[src/ebnre_pkg.sv]
// Purpose: constants for the external bus non-blocking read engine
// Assumes: 32-bit register port, one word per register
// Notes: offsets are byte addresses
//
// Contract
// - two independent read channels, 0 and 1
// - item size byte, halfword or word
// - start address relative to device zero
// - channel keeps address, continues sequentially
// - transfer length counts 1 to 4095
// - start launches autonomous fetches into FIFO
// - pause while FIFO full, resume after drain
// - stop cancels channel, no more fetches
// - FIFO item count readable
// - per-channel outstanding count readable
// - FIFO data read pops one item
// - write FIFO free slots readable
// - level event while fill above trigger
// - read stall error when enabled
// - write-full error when enabled
package ebnre_pkg;
  localparam int unsigned ADDR_W = 8;
  localparam int unsigned EXT_ADDR_W = 24;
  localparam int unsigned CNT_W = 12;
  localparam int unsigned FIFO_DEPTH = 8;
  localparam int unsigned FIFO_PTR_W = 3;
  localparam int unsigned WFIFO_DEPTH = 4;
  // register byte offsets
  localparam logic [7:0] REG_CFG0 = 8'h00;
  localparam logic [7:0] REG_CFG1 = 8'h04;
  localparam logic [7:0] REG_ADDR0 = 8'h08;
  localparam logic [7:0] REG_ADDR1 = 8'h0c;
  localparam logic [7:0] REG_START0 = 8'h10;
  localparam logic [7:0] REG_START1 = 8'h14;
  localparam logic [7:0] REG_STOP = 8'h18;
  localparam logic [7:0] REG_AVAIL = 8'h1c;
  localparam logic [7:0] REG_DATA = 8'h20;
  localparam logic [7:0] REG_WFREE = 8'h24;
  localparam logic [7:0] REG_FIFOCFG = 8'h28;
  localparam logic [7:0] REG_STATUS = 8'h2c;
  localparam logic [7:0] REG_MASK = 8'h30;
  // item size encodings
  localparam logic [1:0] SIZE_BYTE = 2'h0;
  localparam logic [1:0] SIZE_HALF = 2'h1;
  localparam logic [1:0] SIZE_WORD = 2'h2;
  // fifo config fields
  localparam int unsigned FC_TRIG_LSB = 0;
  localparam int unsigned FC_RSTALL_BIT = 4;
  localparam int unsigned FC_WFULL_BIT = 5;
  // status bits
  localparam int unsigned ST_LEVEL = 0;
  localparam int unsigned ST_RSTALL = 1;
  localparam int unsigned ST_WFULL = 2;
  localparam int unsigned ST_W = 3;
  typedef enum logic [1:0] {
    EBN_IDLE = 2'b00,
    EBN_REQ = 2'b01,
    EBN_WAIT = 2'b10
  } ebnre_state_type;
endpackage

[src/ebnre_fifo.sv]
// Purpose: read FIFO holding fetched items
// Assumes: push never when full, pop never when empty
// Notes: count output gives occupancy
`timescale 1ns/1ps
module ebnre_fifo
  import ebnre_pkg::*;
(
  input wire logic clk_in,
  input wire logic resetn_in,
  input wire logic flush_in,
  input wire logic push_in,
  input wire logic [31:0] push_data_in,
  input wire logic pop_in,
  output logic [31:0] pop_data_out,
  output logic [FIFO_PTR_W:0] count_out
);
  logic [31:0] mem_ff [FIFO_DEPTH];
  logic [FIFO_PTR_W-1:0] wr_ff, nxt_wr, rd_ff, nxt_rd;
  logic [FIFO_PTR_W:0] cnt_ff, nxt_cnt;

  always_comb
  begin
    nxt_wr = wr_ff;
    nxt_rd = rd_ff;
    nxt_cnt = cnt_ff;
    if (flush_in)
    begin
      nxt_wr = '0;
      nxt_rd = '0;
      nxt_cnt = '0;
    end
    else
    begin
      if (push_in)
        nxt_wr = wr_ff + 1'b1;
      if (pop_in)
        nxt_rd = rd_ff + 1'b1;
      nxt_cnt = cnt_ff + {{FIFO_PTR_W{1'b0}}, push_in}
                - {{FIFO_PTR_W{1'b0}}, pop_in};
    end
  end

  always_ff @(posedge clk_in or negedge resetn_in)
  begin
    if (!resetn_in)
    begin
      wr_ff <= '0;
      rd_ff <= '0;
      cnt_ff <= '0;
    end
    else
    begin
      wr_ff <= nxt_wr;
      rd_ff <= nxt_rd;
      cnt_ff <= nxt_cnt;
    end
  end

  always_ff @(posedge clk_in)
  begin
    if (push_in && !flush_in)
      mem_ff[wr_ff] <= push_data_in;
  end

  assign pop_data_out = mem_ff[rd_ff];
  assign count_out = cnt_ff;
endmodule

[src/ebnre_top.sv]
// Purpose: non-blocking read engine of the external bus interface
// Assumes: external device answers each read with a one-cycle ack
// Notes: channel 0 wins when both channels are pending
`timescale 1ns/1ps
module ebnre_top
  import ebnre_pkg::*;
(
  input wire logic clk_in,
  input wire logic resetn_in,
  input wire logic [ebnre_pkg::ADDR_W-1:0] reg_addr_in,
  input wire logic [31:0] reg_wdata_in,
  input wire logic reg_wr_in,
  input wire logic reg_rd_in,
  output logic [31:0] reg_rdata_out,
  output logic ext_req_out,
  output logic [ebnre_pkg::EXT_ADDR_W-1:0] ext_addr_out,
  output logic [1:0] ext_size_out,
  input wire logic ext_ack_in,
  input wire logic [31:0] ext_rdata_in,
  input wire logic ext_busy_in,
  input wire logic [2:0] wfifo_used_in,
  input wire logic wfifo_push_in,
  output logic irq_out
);
  import ebnre_pkg::*;

  // ----------------------------------------------------------------
  // pin synchronisers
  // ----------------------------------------------------------------
  logic [1:0] ack_s_ff, busy_s_ff;
  logic [31:0] rdata_s1_ff, rdata_s2_ff;
  logic ack_q, busy_q;
  always_ff @(posedge clk_in or negedge resetn_in)
  begin
    if (!resetn_in)
    begin
      ack_s_ff <= '0;
      busy_s_ff <= '0;
      rdata_s1_ff <= '0;
      rdata_s2_ff <= '0;
    end
    else
    begin
      ack_s_ff <= {ack_s_ff[0], ext_ack_in};
      busy_s_ff <= {busy_s_ff[0], ext_busy_in};
      rdata_s1_ff <= ext_rdata_in;
      rdata_s2_ff <= rdata_s1_ff;
    end
  end
  assign ack_q = ack_s_ff[1];
  assign busy_q = busy_s_ff[1];

  // ----------------------------------------------------------------
  // register decode
  // ----------------------------------------------------------------
  logic wr_stop, wr_fcfg, wr_stat, wr_mask, rd_data;
  logic [1:0] wr_cfg, wr_addr, wr_start;
  assign wr_cfg = {reg_wr_in && reg_addr_in == REG_CFG1,
                   reg_wr_in && reg_addr_in == REG_CFG0};
  assign wr_addr = {reg_wr_in && reg_addr_in == REG_ADDR1,
                    reg_wr_in && reg_addr_in == REG_ADDR0};
  assign wr_start = {reg_wr_in && reg_addr_in == REG_START1,
                     reg_wr_in && reg_addr_in == REG_START0};
  assign wr_stop = reg_wr_in && reg_addr_in == REG_STOP;
  assign wr_fcfg = reg_wr_in && reg_addr_in == REG_FIFOCFG;
  assign wr_stat = reg_wr_in && reg_addr_in == REG_STATUS;
  assign wr_mask = reg_wr_in && reg_addr_in == REG_MASK;
  assign rd_data = reg_rd_in && reg_addr_in == REG_DATA;

  // ----------------------------------------------------------------
  // channel state
  // ----------------------------------------------------------------
  logic [1:0] size_ff [2];
  logic [1:0] nxt_size [2];
  logic [EXT_ADDR_W-1:0] addr_ff [2];
  logic [EXT_ADDR_W-1:0] nxt_addr [2];
  logic [CNT_W-1:0] left_ff [2];
  logic [CNT_W-1:0] nxt_left [2];
  logic [CNT_W-1:0] inflight_left [2];
  ebnre_state_type st_ff, nxt_st;
  logic cur_ff, nxt_cur;
  logic [FIFO_PTR_W:0] fifo_cnt;
  logic [31:0] fifo_dout;
  logic push, fifo_full;
  logic [EXT_ADDR_W-1:0] step;

  // one request in flight at most, so the count alone decides fullness
  assign fifo_full = fifo_cnt == (FIFO_PTR_W+1)'(FIFO_DEPTH);
  assign push = (st_ff == EBN_WAIT) && ack_q;
  assign step = (size_ff[cur_ff] == SIZE_WORD) ? EXT_ADDR_W'(4) :
                (size_ff[cur_ff] == SIZE_HALF) ? EXT_ADDR_W'(2) :
                EXT_ADDR_W'(1);

  genvar g;
  generate
    for (g = 0; g < 2; g++)
    begin : g_chan
      always_comb
      begin
        nxt_size[g] = size_ff[g];
        nxt_addr[g] = addr_ff[g];
        nxt_left[g] = left_ff[g];
        if (wr_cfg[g])
          nxt_size[g] = reg_wdata_in[1:0];
        if (push && cur_ff == g)
        begin
          nxt_addr[g] = addr_ff[g] + step;
          nxt_left[g] = left_ff[g] - 1'b1;
        end
        // address is device-relative, zero is the first location
        if (wr_addr[g])
          nxt_addr[g] = reg_wdata_in[EXT_ADDR_W-1:0];
        if (wr_start[g] && reg_wdata_in[CNT_W-1:0] != '0)
          nxt_left[g] = reg_wdata_in[CNT_W-1:0];
        if (wr_stop && reg_wdata_in[g])
          nxt_left[g] = '0;
      end
      always_ff @(posedge clk_in or negedge resetn_in)
      begin
        if (!resetn_in)
        begin
          size_ff[g] <= SIZE_BYTE;
          addr_ff[g] <= '0;
          left_ff[g] <= '0;
        end
        else
        begin
          size_ff[g] <= nxt_size[g];
          addr_ff[g] <= nxt_addr[g];
          left_ff[g] <= nxt_left[g];
        end
      end
      assign inflight_left[g] = left_ff[g];
    end
  endgenerate

  // ----------------------------------------------------------------
  // fetch sequencer
  // ----------------------------------------------------------------
  logic [31:0] item;
  logic stall_evt;
  always_comb
  begin
    nxt_st = st_ff;
    nxt_cur = cur_ff;
    stall_evt = 1'b0;
    case (st_ff)
      EBN_IDLE:
      begin
        if (left_ff[0] != '0 || left_ff[1] != '0)
        begin
          nxt_cur = (left_ff[0] != '0) ? 1'b0 : 1'b1;
          if (busy_q)
            stall_evt = 1'b1;
          else if (!fifo_full)
            nxt_st = EBN_REQ;
        end
      end
      EBN_REQ:
        nxt_st = EBN_WAIT;
      EBN_WAIT:
      begin
        if (ack_q)
          nxt_st = EBN_IDLE;
        else if (left_ff[cur_ff] == '0)
          nxt_st = EBN_IDLE;
      end
      default:
        nxt_st = EBN_IDLE;
    endcase
  end

  always_comb
  begin
    case (size_ff[cur_ff])
      SIZE_WORD: item = rdata_s2_ff;
      SIZE_HALF: item = {16'h0000, rdata_s2_ff[15:0]};
      default: item = {24'h000000, rdata_s2_ff[7:0]};
    endcase
  end

  logic fifo_push;
  assign fifo_push = push && left_ff[cur_ff] != '0;

  ebnre_fifo u_fifo (
    .clk_in(clk_in),
    .resetn_in(resetn_in),
    .flush_in(1'b0),
    .push_in(fifo_push),
    .push_data_in(item),
    .pop_in(rd_data && fifo_cnt != '0),
    .pop_data_out(fifo_dout),
    .count_out(fifo_cnt)
  );

  // ----------------------------------------------------------------
  // interrupts and config
  // ----------------------------------------------------------------
  logic [7:0] fcfg_ff, nxt_fcfg;
  logic [ST_W-1:0] stat_ff, nxt_stat, mask_ff, nxt_mask, evt;
  logic [31:0] rdata_ff, nxt_rdata;
  logic req_ff, irq_ff;
  logic [EXT_ADDR_W-1:0] eaddr_ff;
  logic [1:0] esize_ff;
  logic [2:0] wfree;
  assign wfree = 3'(WFIFO_DEPTH) - wfifo_used_in;

  always_comb
  begin
    evt = '0;
    evt[ST_LEVEL] = {1'b0, fifo_cnt} > {1'b0, fcfg_ff[3:0]};
    evt[ST_RSTALL] = stall_evt && fcfg_ff[FC_RSTALL_BIT];
    evt[ST_WFULL] = wfifo_push_in && wfifo_used_in == 3'(WFIFO_DEPTH)
                    && fcfg_ff[FC_WFULL_BIT];
    nxt_fcfg = wr_fcfg ? reg_wdata_in[7:0] : fcfg_ff;
    nxt_mask = wr_mask ? reg_wdata_in[ST_W-1:0] : mask_ff;
    // a set in the same cycle beats the write-one clear
    nxt_stat = (stat_ff & ~(wr_stat ? reg_wdata_in[ST_W-1:0] : '0)) | evt;
    nxt_rdata = 32'h00000000;
    if (reg_rd_in)
      case (reg_addr_in)
        REG_CFG0: nxt_rdata = {30'h0, size_ff[0]};
        REG_CFG1: nxt_rdata = {30'h0, size_ff[1]};
        REG_ADDR0: nxt_rdata = {8'h00, addr_ff[0]};
        REG_ADDR1: nxt_rdata = {8'h00, addr_ff[1]};
        REG_START0: nxt_rdata = {20'h0, inflight_left[0]};
        REG_START1: nxt_rdata = {20'h0, inflight_left[1]};
        REG_AVAIL: nxt_rdata = {28'h0, fifo_cnt};
        REG_DATA: nxt_rdata = (fifo_cnt != '0) ? fifo_dout : 32'h0;
        REG_WFREE: nxt_rdata = {29'h0, wfree};
        REG_FIFOCFG: nxt_rdata = {24'h0, fcfg_ff};
        REG_STATUS: nxt_rdata = {29'h0, stat_ff};
        REG_MASK: nxt_rdata = {29'h0, mask_ff};
        default: nxt_rdata = 32'h00000000;
      endcase
  end

  always_ff @(posedge clk_in or negedge resetn_in)
  begin
    if (!resetn_in)
    begin
      st_ff <= EBN_IDLE;
      cur_ff <= 1'b0;
      fcfg_ff <= 8'h00;
      stat_ff <= '0;
      mask_ff <= '0;
      rdata_ff <= 32'h0;
      req_ff <= 1'b0;
      eaddr_ff <= '0;
      esize_ff <= SIZE_BYTE;
      irq_ff <= 1'b0;
    end
    else
    begin
      st_ff <= nxt_st;
      cur_ff <= nxt_cur;
      fcfg_ff <= nxt_fcfg;
      stat_ff <= nxt_stat;
      mask_ff <= nxt_mask;
      rdata_ff <= nxt_rdata;
      req_ff <= (nxt_st == EBN_REQ);
      eaddr_ff <= addr_ff[nxt_cur];
      esize_ff <= size_ff[nxt_cur];
      irq_ff <= |(nxt_stat & nxt_mask);
    end
  end

  assign reg_rdata_out = rdata_ff;
  assign ext_req_out = req_ff;
  assign ext_addr_out = eaddr_ff;
  assign ext_size_out = esize_ff;
  assign irq_out = irq_ff;

  // ----------------------------------------------------------------
  // checks
  // ----------------------------------------------------------------
  chk_full_no_req: assert property (@(posedge clk_in) disable iff (!resetn_in)
    (st_ff == EBN_IDLE && fifo_cnt == (FIFO_PTR_W+1)'(FIFO_DEPTH))
    |=> !ext_req_out) else $error("fetch issued with full fifo");
  chk_stop_clears: assert property (@(posedge clk_in) disable iff (!resetn_in)
    (wr_stop && reg_wdata_in[0]) |=> left_ff[0] == '0)
    else $error("stop did not clear count");
  chk_stop_one: assert property (@(posedge clk_in) disable iff (!resetn_in)
    (wr_stop && reg_wdata_in[1]) |=> left_ff[1] == '0)
    else $error("stop did not clear second count");
  chk_push_dec: assert property (@(posedge clk_in) disable iff (!resetn_in)
    (fifo_push && !cur_ff && !wr_start[0] && !wr_stop)
    |=> left_ff[0] == $past(left_ff[0]) - 1'b1)
    else $error("count not decremented");
  chk_start_load: assert property (@(posedge clk_in) disable iff (!resetn_in)
    (wr_start[1] && reg_wdata_in[11:0] != 12'h000 && !wr_stop)
    |=> left_ff[1] == $past(reg_wdata_in[11:0]))
    else $error("start count not loaded");
  chk_avail_read: assert property (@(posedge clk_in) disable iff (!resetn_in)
    (reg_rd_in && reg_addr_in == REG_AVAIL)
    |=> reg_rdata_out == {28'h0, $past(fifo_cnt)})
    else $error("avail readback wrong");
  chk_idle_launch: assert property (@(posedge clk_in) disable iff (!resetn_in)
    (st_ff == EBN_IDLE && left_ff[0] != '0 && !busy_q && fifo_cnt == '0)
    |=> ext_req_out && ext_addr_out == $past(addr_ff[0]))
    else $error("fetch not launched");
  chk_stat_sticky: assert property (@(posedge clk_in) disable iff (!resetn_in)
    (stat_ff[ST_RSTALL] && !wr_stat) |=> stat_ff[ST_RSTALL])
    else $error("status bit lost");
  chk_addr_step: assert property (@(posedge clk_in) disable iff (!resetn_in)
    (push && cur_ff && size_ff[1] == SIZE_WORD && !wr_addr[1])
    |=> addr_ff[1] == $past(addr_ff[1]) + EXT_ADDR_W'(4))
    else $error("address not advanced");
endmodule

[config.mk]
export PLATFORM = sky130hd
export DESIGN_NAME = ebnre_top
export DESIGN_NICKNAME = d
export VERILOG_FILES = /design/src/ebnre_pkg.sv /design/src/ebnre_fifo.sv /design/src/ebnre_top.sv
export SDC_FILE = /design/constraint.sdc
export NUM_CORES = 1
export LEC_CHECK = 0
export ABC_AREA = 1
export BUFFER_PORTS_ARGS = -buffer_cell sky130_fd_sc_hd__buf_2
export CAP_MARGIN = 15
export CORE_MARGIN = 4
export CORE_UTILIZATION = 60
export DETAILED_ROUTE_END_ITERATION = 6
export PLACE_DENSITY = 0.8
export SLEW_MARGIN = 5
export SYNTH_ARGS = -nofsm -noshare
export SYNTH_HDL_FRONTEND = slang
export SYNTH_SLANG_ARGS = --single-unit
export TNS_END_PERCENT = 100
[constraint.sdc]
create_clock -name clk_in -period 6.67 [get_ports clk_in]
set_input_delay 0.3335 -clock clk_in [delete_from_list [all_inputs] [get_ports clk_in]]
set_output_delay 0.3335 -clock clk_in [all_outputs]
set_load 0.005 [all_outputs]
### Yosys cells after proc, flatten, opt, wreduce, memory -nomap -nowiden

Memories as Yosys holds them, arrays and structs flattened.
Cells that the tools add are included.

* register bits: 231
* RAM bits: 256
* word-level logic and storage cells: 143
* memories kept: 1

Memory list
* u_fifo.mem_ff: words 8, width 32, read ports 1, clocked after Yosys merged registers in 0, wr ports 1, RTL line ebnre_fifo.sv:17 `logic [31:0] mem_ff [FIFO_DEPTH];`

* add/sub/neg operators: 9
* order comparisons: 3
* eq/ne operators: 19
* mux-type cells: 44
* bitwise operators: 7
* reductions and logical operators: 37

Operator list (number)
* $pmux W32 S12: 1
* $mux W24: 7
* $mux W12: 9
* $mux W32: 2
* $pmux W32 S2: 1
* $add A24 B3 Y24: 2
* $reduce_bool A12 Y1: 4
* $eq A8 B6 Y1 const B: 5
* $eq A8 B5 Y1 const B: 4
* $mux W2: 12
* $sub A12 B1 Y12 const B: 2
* $logic_and A1 B1 Y1: 23
* $eq A8 B4 Y1 const B: 2
* $logic_not A12 Y1: 1
* $mux W3: 3
* $eq A8 B3 Y1 const B: 1
* $logic_not A8 Y1: 1
* $mux W1: 8
* $add A3 B1 Y3 const B: 2
* $and A3 B3 Y3: 2
* $eq A2 B1 Y1 const B: 3
* $pmux W2 S3: 1
* $reduce_bool A3 Y1: 2
* $add A4 B1 Y4: 1
* 16 further kinds: 20

### Longest topological paths before layout

Gate-level depths: netlist (run 1).

* depth after elaboration: 10
* gate-level depth with buffers: 19

### Hierarchy

Synthesis (run 1) repeated with hierarchy kept, for this count alone.

* cell total of the unflattened synthesis: 2690
* area, all modules: 23113.4 um^2

By module, submodules not included
* ebnre_fifo: instances 1, cells an instance 1181, area an instance 11680.0 um^2
* ebnre_top: instances 1, cells an instance 1509, area an instance 11433.5 um^2

### Worst setup path before layout (run 1)

OpenSTA, ideal clock, no wires.

* path type: register to register
* start point: reg left_ff (netlist bit inflight_left[0])
* end point: mem u_fifo.mem_ff[0][0], enable pin
* library setup time: 0.421 ns
* arrival time: 2.496 ns
* path slack: 3.753 ns
* cell stages (with the launch flop): 9
* buffers on the path: 0
* path through: dfrtp_1 -> inv_1 -> nand2_1 -> inv_1 -> nand4_1 -> nand2_1 -> nor2_2 -> nand2_1 -> nor2_1

* cells in the longest elaborated chain, start to end: 7

Ends and longest elaborated chain
* start: declaration: RTL line ebnre_top.sv:77 `logic [CNT_W-1:0] left_ff [2];`
* start signal: indexed assignment: RTL line ebnre_top.sv:130 `left_ff[g] <= nxt_left[g];`
* $mux W12 (not written as such) (3 in a row): RTL line ebnre_top.sv:183 `assign fifo_push = push && left_ff[cur_ff] != '0;`
* $reduce_bool A12 Y1: RTL line ebnre_top.sv:183
* $logic_and A1 B1 Y1: RTL line ebnre_top.sv:183
* $mux W1: RTL line ebnre_fifo.sv:61 `if (push_in && !flush_in)`
* $mux W1 (not written as such): RTL line ebnre_fifo.sv:62 `mem_ff[wr_ff] <= push_data_in;`
* end: declaration: RTL line ebnre_fifo.sv:17

No other way between the ends. The select of a mux whose other input is x is not followed.

### Worst setup path in the final report (run 1)

* start point: reg cur_ff
* end point: mem u_fifo.mem_ff[5][10] (data pin)

* cells in the longest elaborated chain, start to end: 6
* elaborated cells between the ends (all ways): 7

Ends and longest elaborated chain
* start: declaration: RTL line ebnre_top.sv:81 `logic cur_ff, nxt_cur;`
* start signal: assignment: RTL line ebnre_top.sv:256 `cur_ff <= nxt_cur;`
* $not A1 Y2 (not written as such) *: RTL line ebnre_top.sv:175 `case (size_ff[cur_ff])`
* $mux W2 (not written as such) * (3 in a row): RTL line ebnre_top.sv:175
* $eq A2 B1 Y1 or $eq A2 B2 Y1 (tied branches): RTL line ebnre_top.sv:175
* $pmux W32 S2 *: RTL line ebnre_top.sv:175
* net item[10]: RTL line ebnre_top.sv:140 `logic [31:0] item;`

The timed path passes the listed nets; every way through them passes the cells marked *. The select of a mux whose other input is x is not followed.

==> results of run 1 <==
[worst min-delay path by stage]
stage | endpoint | slack [ns] | startpoint
6_report | stat_ff[2]$_DFF_PN0_ | 0.05 | wfifo_push_in
5_1_grt | addr_ff[7]$_DFFE_PN0P_ | 0.05 | reg_wdata_in[7]
4_1_cts | addr_ff[7]$_DFFE_PN0P_ | 0.01 | reg_wdata_in[7]
3_5_place_dp | ack_s_ff[1]$_DFF_PN0_ | 0.33 | ack_s_ff[0]$_DFF_PN0_
3_3_place_gp | rdata_s2_ff[24]$_DFF_PN0_ | 0.33 | rdata_s1_ff[24]$_DFF_PN0_
2_1_floorplan | ack_s_ff[0]$_DFF_PN0_ | 0.04 | resetn_in
[metal layers]
layer | vias up | part of all wire | wire (um) | global-route usage
met1 | 8088 | 0.39 | 21800 | 0.381
li1 | 7851 | - | - | -
met4 | 0 | 0.046 | 2590 | 0.127
met2 | 880 | 0.48 | 27100 | 0.468
met3 | 182 | 0.092 | 5210 | 0.0552
met5 | - | 0 | 0 | 0
[cell type report]
class,instances,area (um^2),share of cell area
Sequential cell,487,13500,0.541
Timing Repair Buffer,191,1220,0.0489
Tap cell,461,577,0.0232
Clock inverter,18,185,0.00743
Multi-Input combinational cell,1449,7140,0.287
Inverter,222,833,0.0334
Antenna cell,1,2.50,0.000100
Clock buffer,74,1490,0.0596
[placed cells by master, fill, tap and decap left out, types with 4 or more instances in the layout]
cell type        n
o21ai_0        194
nor3b_1          9
inv_2           10
nor2_1         283
nor2_2          11
buf_4           15
a21oi_1         31
buf_2          132
o211ai_1        50
clkbuf_16       53
nand4_1         23
xor2_1          28
dfrtp_1        229
nand2_4          5
o22ai_1         36
edfxtp_1       256
a22oi_1          7
xnor2_1          5
clkbuf_1        13
nand3b_1         4
inv_1          211
nand2_2         12
o221ai_1        12
o21ai_1         30
clkbuf_8         8
nor2_4          12
nor3_1          12
ha_1            26
clkinv_2         8
clkinvlp_4       5
nand3_1        166
nand2_1        477
dlygate4sd3_1   43
[sequential cells by signal, summed over array words and instances, names as in the netlist, 3 cells and up]
| signal | count |
|---|---|
| stat_ff | 3 |
| u_fifo.count_out | 4 |
| u_fifo.rd_ff | 3 |
| size_ff | 4 |
| inflight_left | 24 |
| fcfg_ff | 8 |
| u_fifo.wr_ff | 3 |
| u_fifo.mem_ff | 256 |
| reg_rdata_out | 32 |
| rdata_s2_ff | 32 |
| mask_ff | 3 |
| addr_ff | 48 |
| ext_addr_out | 24 |
| rdata_s1_ff | 32 |
[through the flow]
stage,cell area (um^2),hold slack [ns]
floorplan,21800,0.0379
global placement,22800,0.332
detailed placement,22800,0.335
CTS,24900,0.0127
global route,24900,0.0513
finish,24900,0.0535
[cell families after synthesis]
logic type               count (synthesis)
AND/OR/NAND/NOR                       1023
flip-flops                             487
AO/OA/AOI/OAI                          366
buffers and inverters                  308
XOR/XNOR                                33
adder cells (fa/ha/maj)                 27
[worst reg2reg max path, stage by stage (launching register included)]
cell     delay (ns)
dfrtp_1        0.51
o21ai_0        0.38
ha_1           0.88
nor2_1         0.48
nor3b_1        0.90
[repair_timing]
| item | CTS | global route |
|---|---|---|
| setup endpoints to repair | 0 | 0 |
| hold buffers | 43 | 0 |
| endpoints found under the hold margin | 150 | 0 |
[power by group through the flow]
| stage | Clock (mW) | Sequential [mW] | Combinational (mW) |
|---|---|---|---|
| CTS | 2.80 | 3.96 | 1.82 |
| floorplan | 0 | 3.90 | 1.31 |
| global placement | 0 | 4.00 | 1.71 |
| finish | 2.77 | 3.98 | 1.84 |
| detailed placement | 0 | 4.02 | 1.79 |
| global route | 2.94 | 4.02 | 2.08 |
==> metrics.md, run 1 <==
| Metric | Value |
|---|---|
| Die X | `199 um` |
| Final period util | `0.520` |
| RD Place Congestion | `0.935` |
| GRT Util Overall | `0.287` |
| Total power | `8.59 mW` |
| Clk_skew | `0.0209 ns` |
| Largest family of logic cells by synthesized area | `simple AND/OR/NAND/NOR gates` |
| Fillers | `2630` |
| PwrDens | `345 nW/um^2` |
| Worst Reg2Reg Path Length in Cells | `4` |
| Seq cells post-synth | `487` |
| Vias in the first global route | `16400` |
| Min Tclk post-route | `3.47 ns` |
| Clock group share of total power | `0.322` |
| Root buffer cell | `clkbuf_16` |
| RSZ-0062 raised after global routing | `no` |
| Hold crit path type | `in -> reg` |
| Gates resized, CTS repair | `0` |
| Synth Area in Simple Gates | `0.201` |
| RR Endpoint | `u_fifo.mem_ff[5][10]$_DFFE_PP_` |
| Commonest cells in the synthesized netlist | `477 x nand2_1, 291 x nor2_1, 256 x edfxtp_1` |
| Status | `finished, final reports clean` |
| Synthesized area per cell | `9.72 um^2` |
| HPWL after DPL | `36.3 mm` |
| Final Util | `0.697` |
| Starting density of the core | `0.610` |
| Mapped Cells | `2244` |
| Die height | `199 um` |
| EDFF count, synth | `256` |
| Achievable frequency | `0.288 GHz` |
| Placed Cells | `2767` |
| Flop2flop setup slack | `3.20 ns` |
| Reg2Reg Launch Point | `cur_ff$_DFF_PN0_` |
| Core area | `35700 um^2` |
| Hold path depth | `3` |
| Mapped Nets | `2353` |
| Internal power | `5.81 mW` |
| Grt total ovfl | `0` |
| Count of pins over their slew limit | `0` |
| Worst Setup End Kind | `flip-flop` |
| Boundary Pins | `142` |
| Yosys top cell area share | `0.352` |
| Vias per inst | `5.86` |
| Iteration count of the initial detailed-routing pass | `6` |
| Arr. time, crit path | `3.72 ns` |
| Netlist cell types | `40` |
| DR vias | `17000` |
| CTS tree | `built` |
| Mapped Area | `21800 um^2` |
| Initial antenna violation count | `0` |
| Worst-skew pair later-pin latency | `0.60 ns` |
| Top cells by area, synth | `edfxtp_1 35%, dfrtp_1 26%, nand2_1 8.2%, nor2_1 5.0%, o21ai_0 4.5%` |
| FP Rows | `69` |
| Total Wirelength | `56.7 mm` |
| Num Clock Sinks | `487` |
| Crit path max fanout | `19` |
| Synth Area in XOR/XNOR | `0.0132` |
| Largest net degree at the start of global routing | `109` |
| Area leader, netlist | `edfxtp_1` |
| WP buf/inv | `0` |
| Leakage | `10.6 nW` |
| Fraction of the mapped netlist area in adder cells | `0.0158` |
| Drt initial violations | `1792` |
| DIE AREA | `39500 um^2` |
| Slowest CP cell | `nor3b_1` |
| Postcts setup bufs | `0` |
| Num CTS Buffers | `50` |
| Switching share of power | `0.323` |
| CTS H-tree depth | `2` |
| DR WL/cell | `19.5 um` |
| Fraction of layout cells with a size suffix above 1 | `0.117` |
| ANT nets after route | `0` |
| Global-route wire length before repair | `88.0 mm` |
| Ys Warns | `0` |
| Placement Setup Slack | `3.27 ns` |
| Worst Tran Pin Value | `1.12 ns` |
| Slew Limit Headroom | `0.252` |
| Final TNS setup | `0 ns` |
| Clk slew on worst S/H paths | `0.06 ns` |
| Crit path to | `u_fifo.mem_ff[5][10]$_DFFE_PP_` |
| IO buf count | `133` |
| Switching pwr | `2.77 mW` |
| Seq/Total Area, Yosys | `0.617` |
| Ys async rst share | `0.474` |
| Worst setup path start | `cur_ff$_DFF_PN0_` |
| Startpoint types | `flip-flop` |
| Post-synthesis mux area share | `0` |
| Critical path depth | `4` |
| Cell Chain, Critical Path | `o21ai_0, ha_1, nor2_1, nor3b_1` |
| Comb pwr share | `0.214` |
| Cell family with most CP delay | `simple AND/OR/NAND/NOR gates` |
| Main synth FF type | `edfxtp_1` |
| DRC violations left | `0` |
| Non-Filler Instances | `2903` |
| Crit Path Class | `reg -> reg` |
| P&R area growth vs syn | `14.2%` |
| VDD IR max | `0.273 mV` |
| Final worst setup slack | `3.20 ns` |
| Max-cap violations | `0` |
| Worst EP required | `6.93 ns` |
| Max incr delay on CP | `0.89 ns` |
| Synth Area in Compound Gates | `0.0954` |
| # setup viols final | `0` |
| Most common cell in the netlist | `nand2_1` |
| Layout net count | `2510` |
| Final hold vios | `0` |
| Sequential Power Share | `0.464` |
| CTS max path bufs | `3` |
Power figures use the tool's default switching activity.
==> run 2: changes to the inputs <==
--- a/config.mk
+++ b/config.mk
@@ -9,9 +9,9 @@
 export BUFFER_PORTS_ARGS = -buffer_cell sky130_fd_sc_hd__buf_2
 export CAP_MARGIN = 15
 export CORE_MARGIN = 4
-export CORE_UTILIZATION = 60
+export CORE_UTILIZATION = 55
 export DETAILED_ROUTE_END_ITERATION = 6
-export PLACE_DENSITY = 0.8
+export PLACE_DENSITY = 0.77
 export SLEW_MARGIN = 5
 export SYNTH_ARGS = -nofsm -noshare
 export SYNTH_HDL_FRONTEND = slang
==> constraint.sdc (replaced) <==
create_clock -name clk_in -period 2.95 [get_ports clk_in]
set_input_delay 0.1475 -clock clk_in [delete_from_list [all_inputs] [get_ports clk_in]]
set_output_delay 0.1475 -clock clk_in [all_outputs]
set_load 0.005 [all_outputs]
==> metrics.md, run 2 (synthesized netlist as in run 1, its figures left out) <==
| Metric | Value |
|---|---|
| Min Tclk post-route | `2.63 ns` |
| Slew Limit Headroom | `0.456` |
| Cell Chain, Critical Path | `o21ai_1, inv_1, ha_1, ha_1, ha_1, inv_1, nand2_1, nand3_1, nand2_1, nand2_1, nor2_1, nand3_1, nand3_1, nand2_1` |
| Non-Filler Instances | `2991` |
| Worst Tran Pin Value | `0.816 ns` |
| CTS H-tree depth | `2` |
| Most common cell on crit path | `nand2_1` |
| Worst Setup End Kind | `flip-flop` |
| P&R area growth vs syn | `16.4%` |
| # setup viols final | `0` |
| Num Clock Sinks | `487` |
| Fillers | `2994` |
| RD Place Congestion | `0.969` |
| IO buf count | `133` |
| Placement Setup Slack | `0.209 ns` |
| Max incr delay on CP | `0.48 ns` |
| Boundary Pins | `142` |
| Total Wirelength | `57.8 mm` |
| Max-cap violations | `0` |
| Met1 GRT Util | `0.363` |
| Violated checks | `design-rule violations` |
| DR WL/cell | `19.3 um` |
| Biggest regs | `u_fifo.mem_ff (256), addr_ff (48)` |
| Iteration count of the initial detailed-routing pass | `7` |
| Drt initial violations | `2024` |
| Antenna Cells | `0` |
| Slowest CP cell | `dfrtp_2` |
| GRT Util Overall | `0.264` |
| Final period util | `0.892` |
| HPWL after DPL | `36.9 mm` |
| Die height | `207 um` |
| Worst Reg2Reg Path Length in Cells | `14` |
| RSZ-0062 raised after global routing | `no` |
| Num CTS Buffers | `49` |
| WHS Endpoint | `size_ff[2]$_DFFE_PN0P_` |
| FP Rows | `72` |
| DIE AREA | `42900 um^2` |
| Clk_skew | `0.0248 ns` |
| Initial antenna violation count | `0` |
| Hold slack | `0.0307 ns` |
| Root buffer cell | `clkbuf_16` |
| DR vias | `17000` |
| Hold path depth | `3` |
| Max FFs per register | `256` |
| Final hold vios | `0` |
| Crit path max fanout | `8` |
| Most used routing layer | `met2` |
| Flop2flop setup slack | `0.32 ns` |
| Placed Cells | `2842` |
| Global-route wire length before repair | `90.7 mm` |
| RR Endpoint | `addr_ff[44]$_DFFE_PN0P_` |
| Achievable frequency | `0.380 GHz` |
| Grt total ovfl | `0` |
| ANT nets after route | `0` |
| Die X | `207 um` |
| Fraction of layout cells with a size suffix above 1 | `0.121` |
| Starting density of the core | `0.561` |
| Reg2Reg Launch Point | `cur_ff$_DFF_PN0_` |
| Count of pins over their slew limit | `0` |
| Status | `finished with violations` |
| GRT met2 Usage | `0.437` |
| Met3 Use GR | `0.0418` |
| Clk slew on worst S/H paths | `0.07 ns` |
| Final TNS setup | `0 ns` |
| Hold path start | `reg_wr_in` |
| Worst-skew pair later-pin latency | `0.61 ns` |
| VDD IR max | `0.627 mV` |
| Hold crit path type | `in -> reg` |
| Largest net degree at the start of global routing | `130` |
| CTS max path bufs | `3` |
| Vias per inst | `5.69` |
| Postcts setup bufs | `0` |
| Vias in the first global route | `16400` |
| Final worst setup slack | `0.318 ns` |
| Startpoint types | `flip-flop` |
| CTS tree | `built` |
| Core area | `38900 um^2` |
| Final Util | `0.653` |
| Leakage | `10.8 nW` |
| Commonest non-fill, non-tap cell in the layout | `nand2_1` |
| Arr. time, crit path | `3.11 ns` |
| DRC violations left | `1` |
| PwrDens | `767 nW/um^2` |
| Crit Path Class | `reg -> reg` |
| Largest Register | `u_fifo.mem_ff` |
| Most frequent cells in the layout | `476 x nand2_1, 283 x nor2_1, 256 x edfxtp_1` |
| Worst EP required | `3.43 ns` |
| Layout net count | `2544` |
run 2: through the flow:
stage,cell area (um^2),power [mW]
finish,25400,19.5
global route,25400,20.5
floorplan,21800,11.8
detailed placement,23200,13.3
global placement,23200,13.1
CTS,25400,19.5
run 2: layout make-up:
| cell class | instances | area, um^2 | area share |
|---|---|---|---|
| clock buffers | 66 | 1360 | 0.0536 |
| clock inverters | 23 | 224 | 0.00882 |
| inverters | 222 | 833 | 0.0328 |
| multi-input cells | 1449 | 7160 | 0.282 |
| flip-flops and latches | 487 | 13500 | 0.530 |
| well taps | 518 | 648 | 0.0255 |
| repair buffers | 226 | 1700 | 0.0669 |
run 2: how the worst max path moves through the flow:
stage / startpoint / endpoint / slack (ns) / cells after the start
after floorplan: inflight_left[0]$_DFFE_PN0P_ / u_fifo.mem_ff[0][0]$_DFFE_PP_ / 0.03 / 8
after global placement: cur_ff$_DFF_PN0_ / addr_ff[18]$_DFFE_PN0P_ / 0.27 / 14
after detailed placement: cur_ff$_DFF_PN0_ / addr_ff[18]$_DFFE_PN0P_ / 0.21 / 14
after CTS: cur_ff$_DFF_PN0_ / addr_ff[18]$_DFFE_PN0P_ / 0.19 / 14
after global routing: cur_ff$_DFF_PN0_ / addr_ff[18]$_DFFE_PN0P_ / 0.06 / 14
final: cur_ff$_DFF_PN0_ / addr_ff[44]$_DFFE_PN0P_ / 0.32 / 14
run 2: per-layer routing:
layer / routed length [um] / vias to the layer above
met5: 0 / -
met4: 1970 / 0
met3: 4940 / 139
met2: 28000 / 805
met1: 22900 / 8173
li1: - / 7892
run 2: timing repair:
| item | 4_1_cts | 5_1_grt |
|---|---|---|
| endpoints found under the hold margin | 181 | 0 |
| setup endpoints to repair | 0 | 5 |
| hold buffers | 60 | 0 |
| resized for setup | 0 | 4 |
run 2: where the power goes:
part	leakage (nW)	internal [mW]	switching, mW
combinational	4.73	1.51	2.86
clock	0.771	3.52	2.61
sequential	5.31	8.17	0.810
total	10.8	13.2	6.29
run 2: critical path: cells and delay by family, from the launching register on:
family | cells | cell delay [ns]
compound gates | 1 | 0.25
fa+ha+maj | 3 | 0.69
buf+inv | 2 | 0.11
flops | 1 | 0.48
simple gates | 8 | 0.97
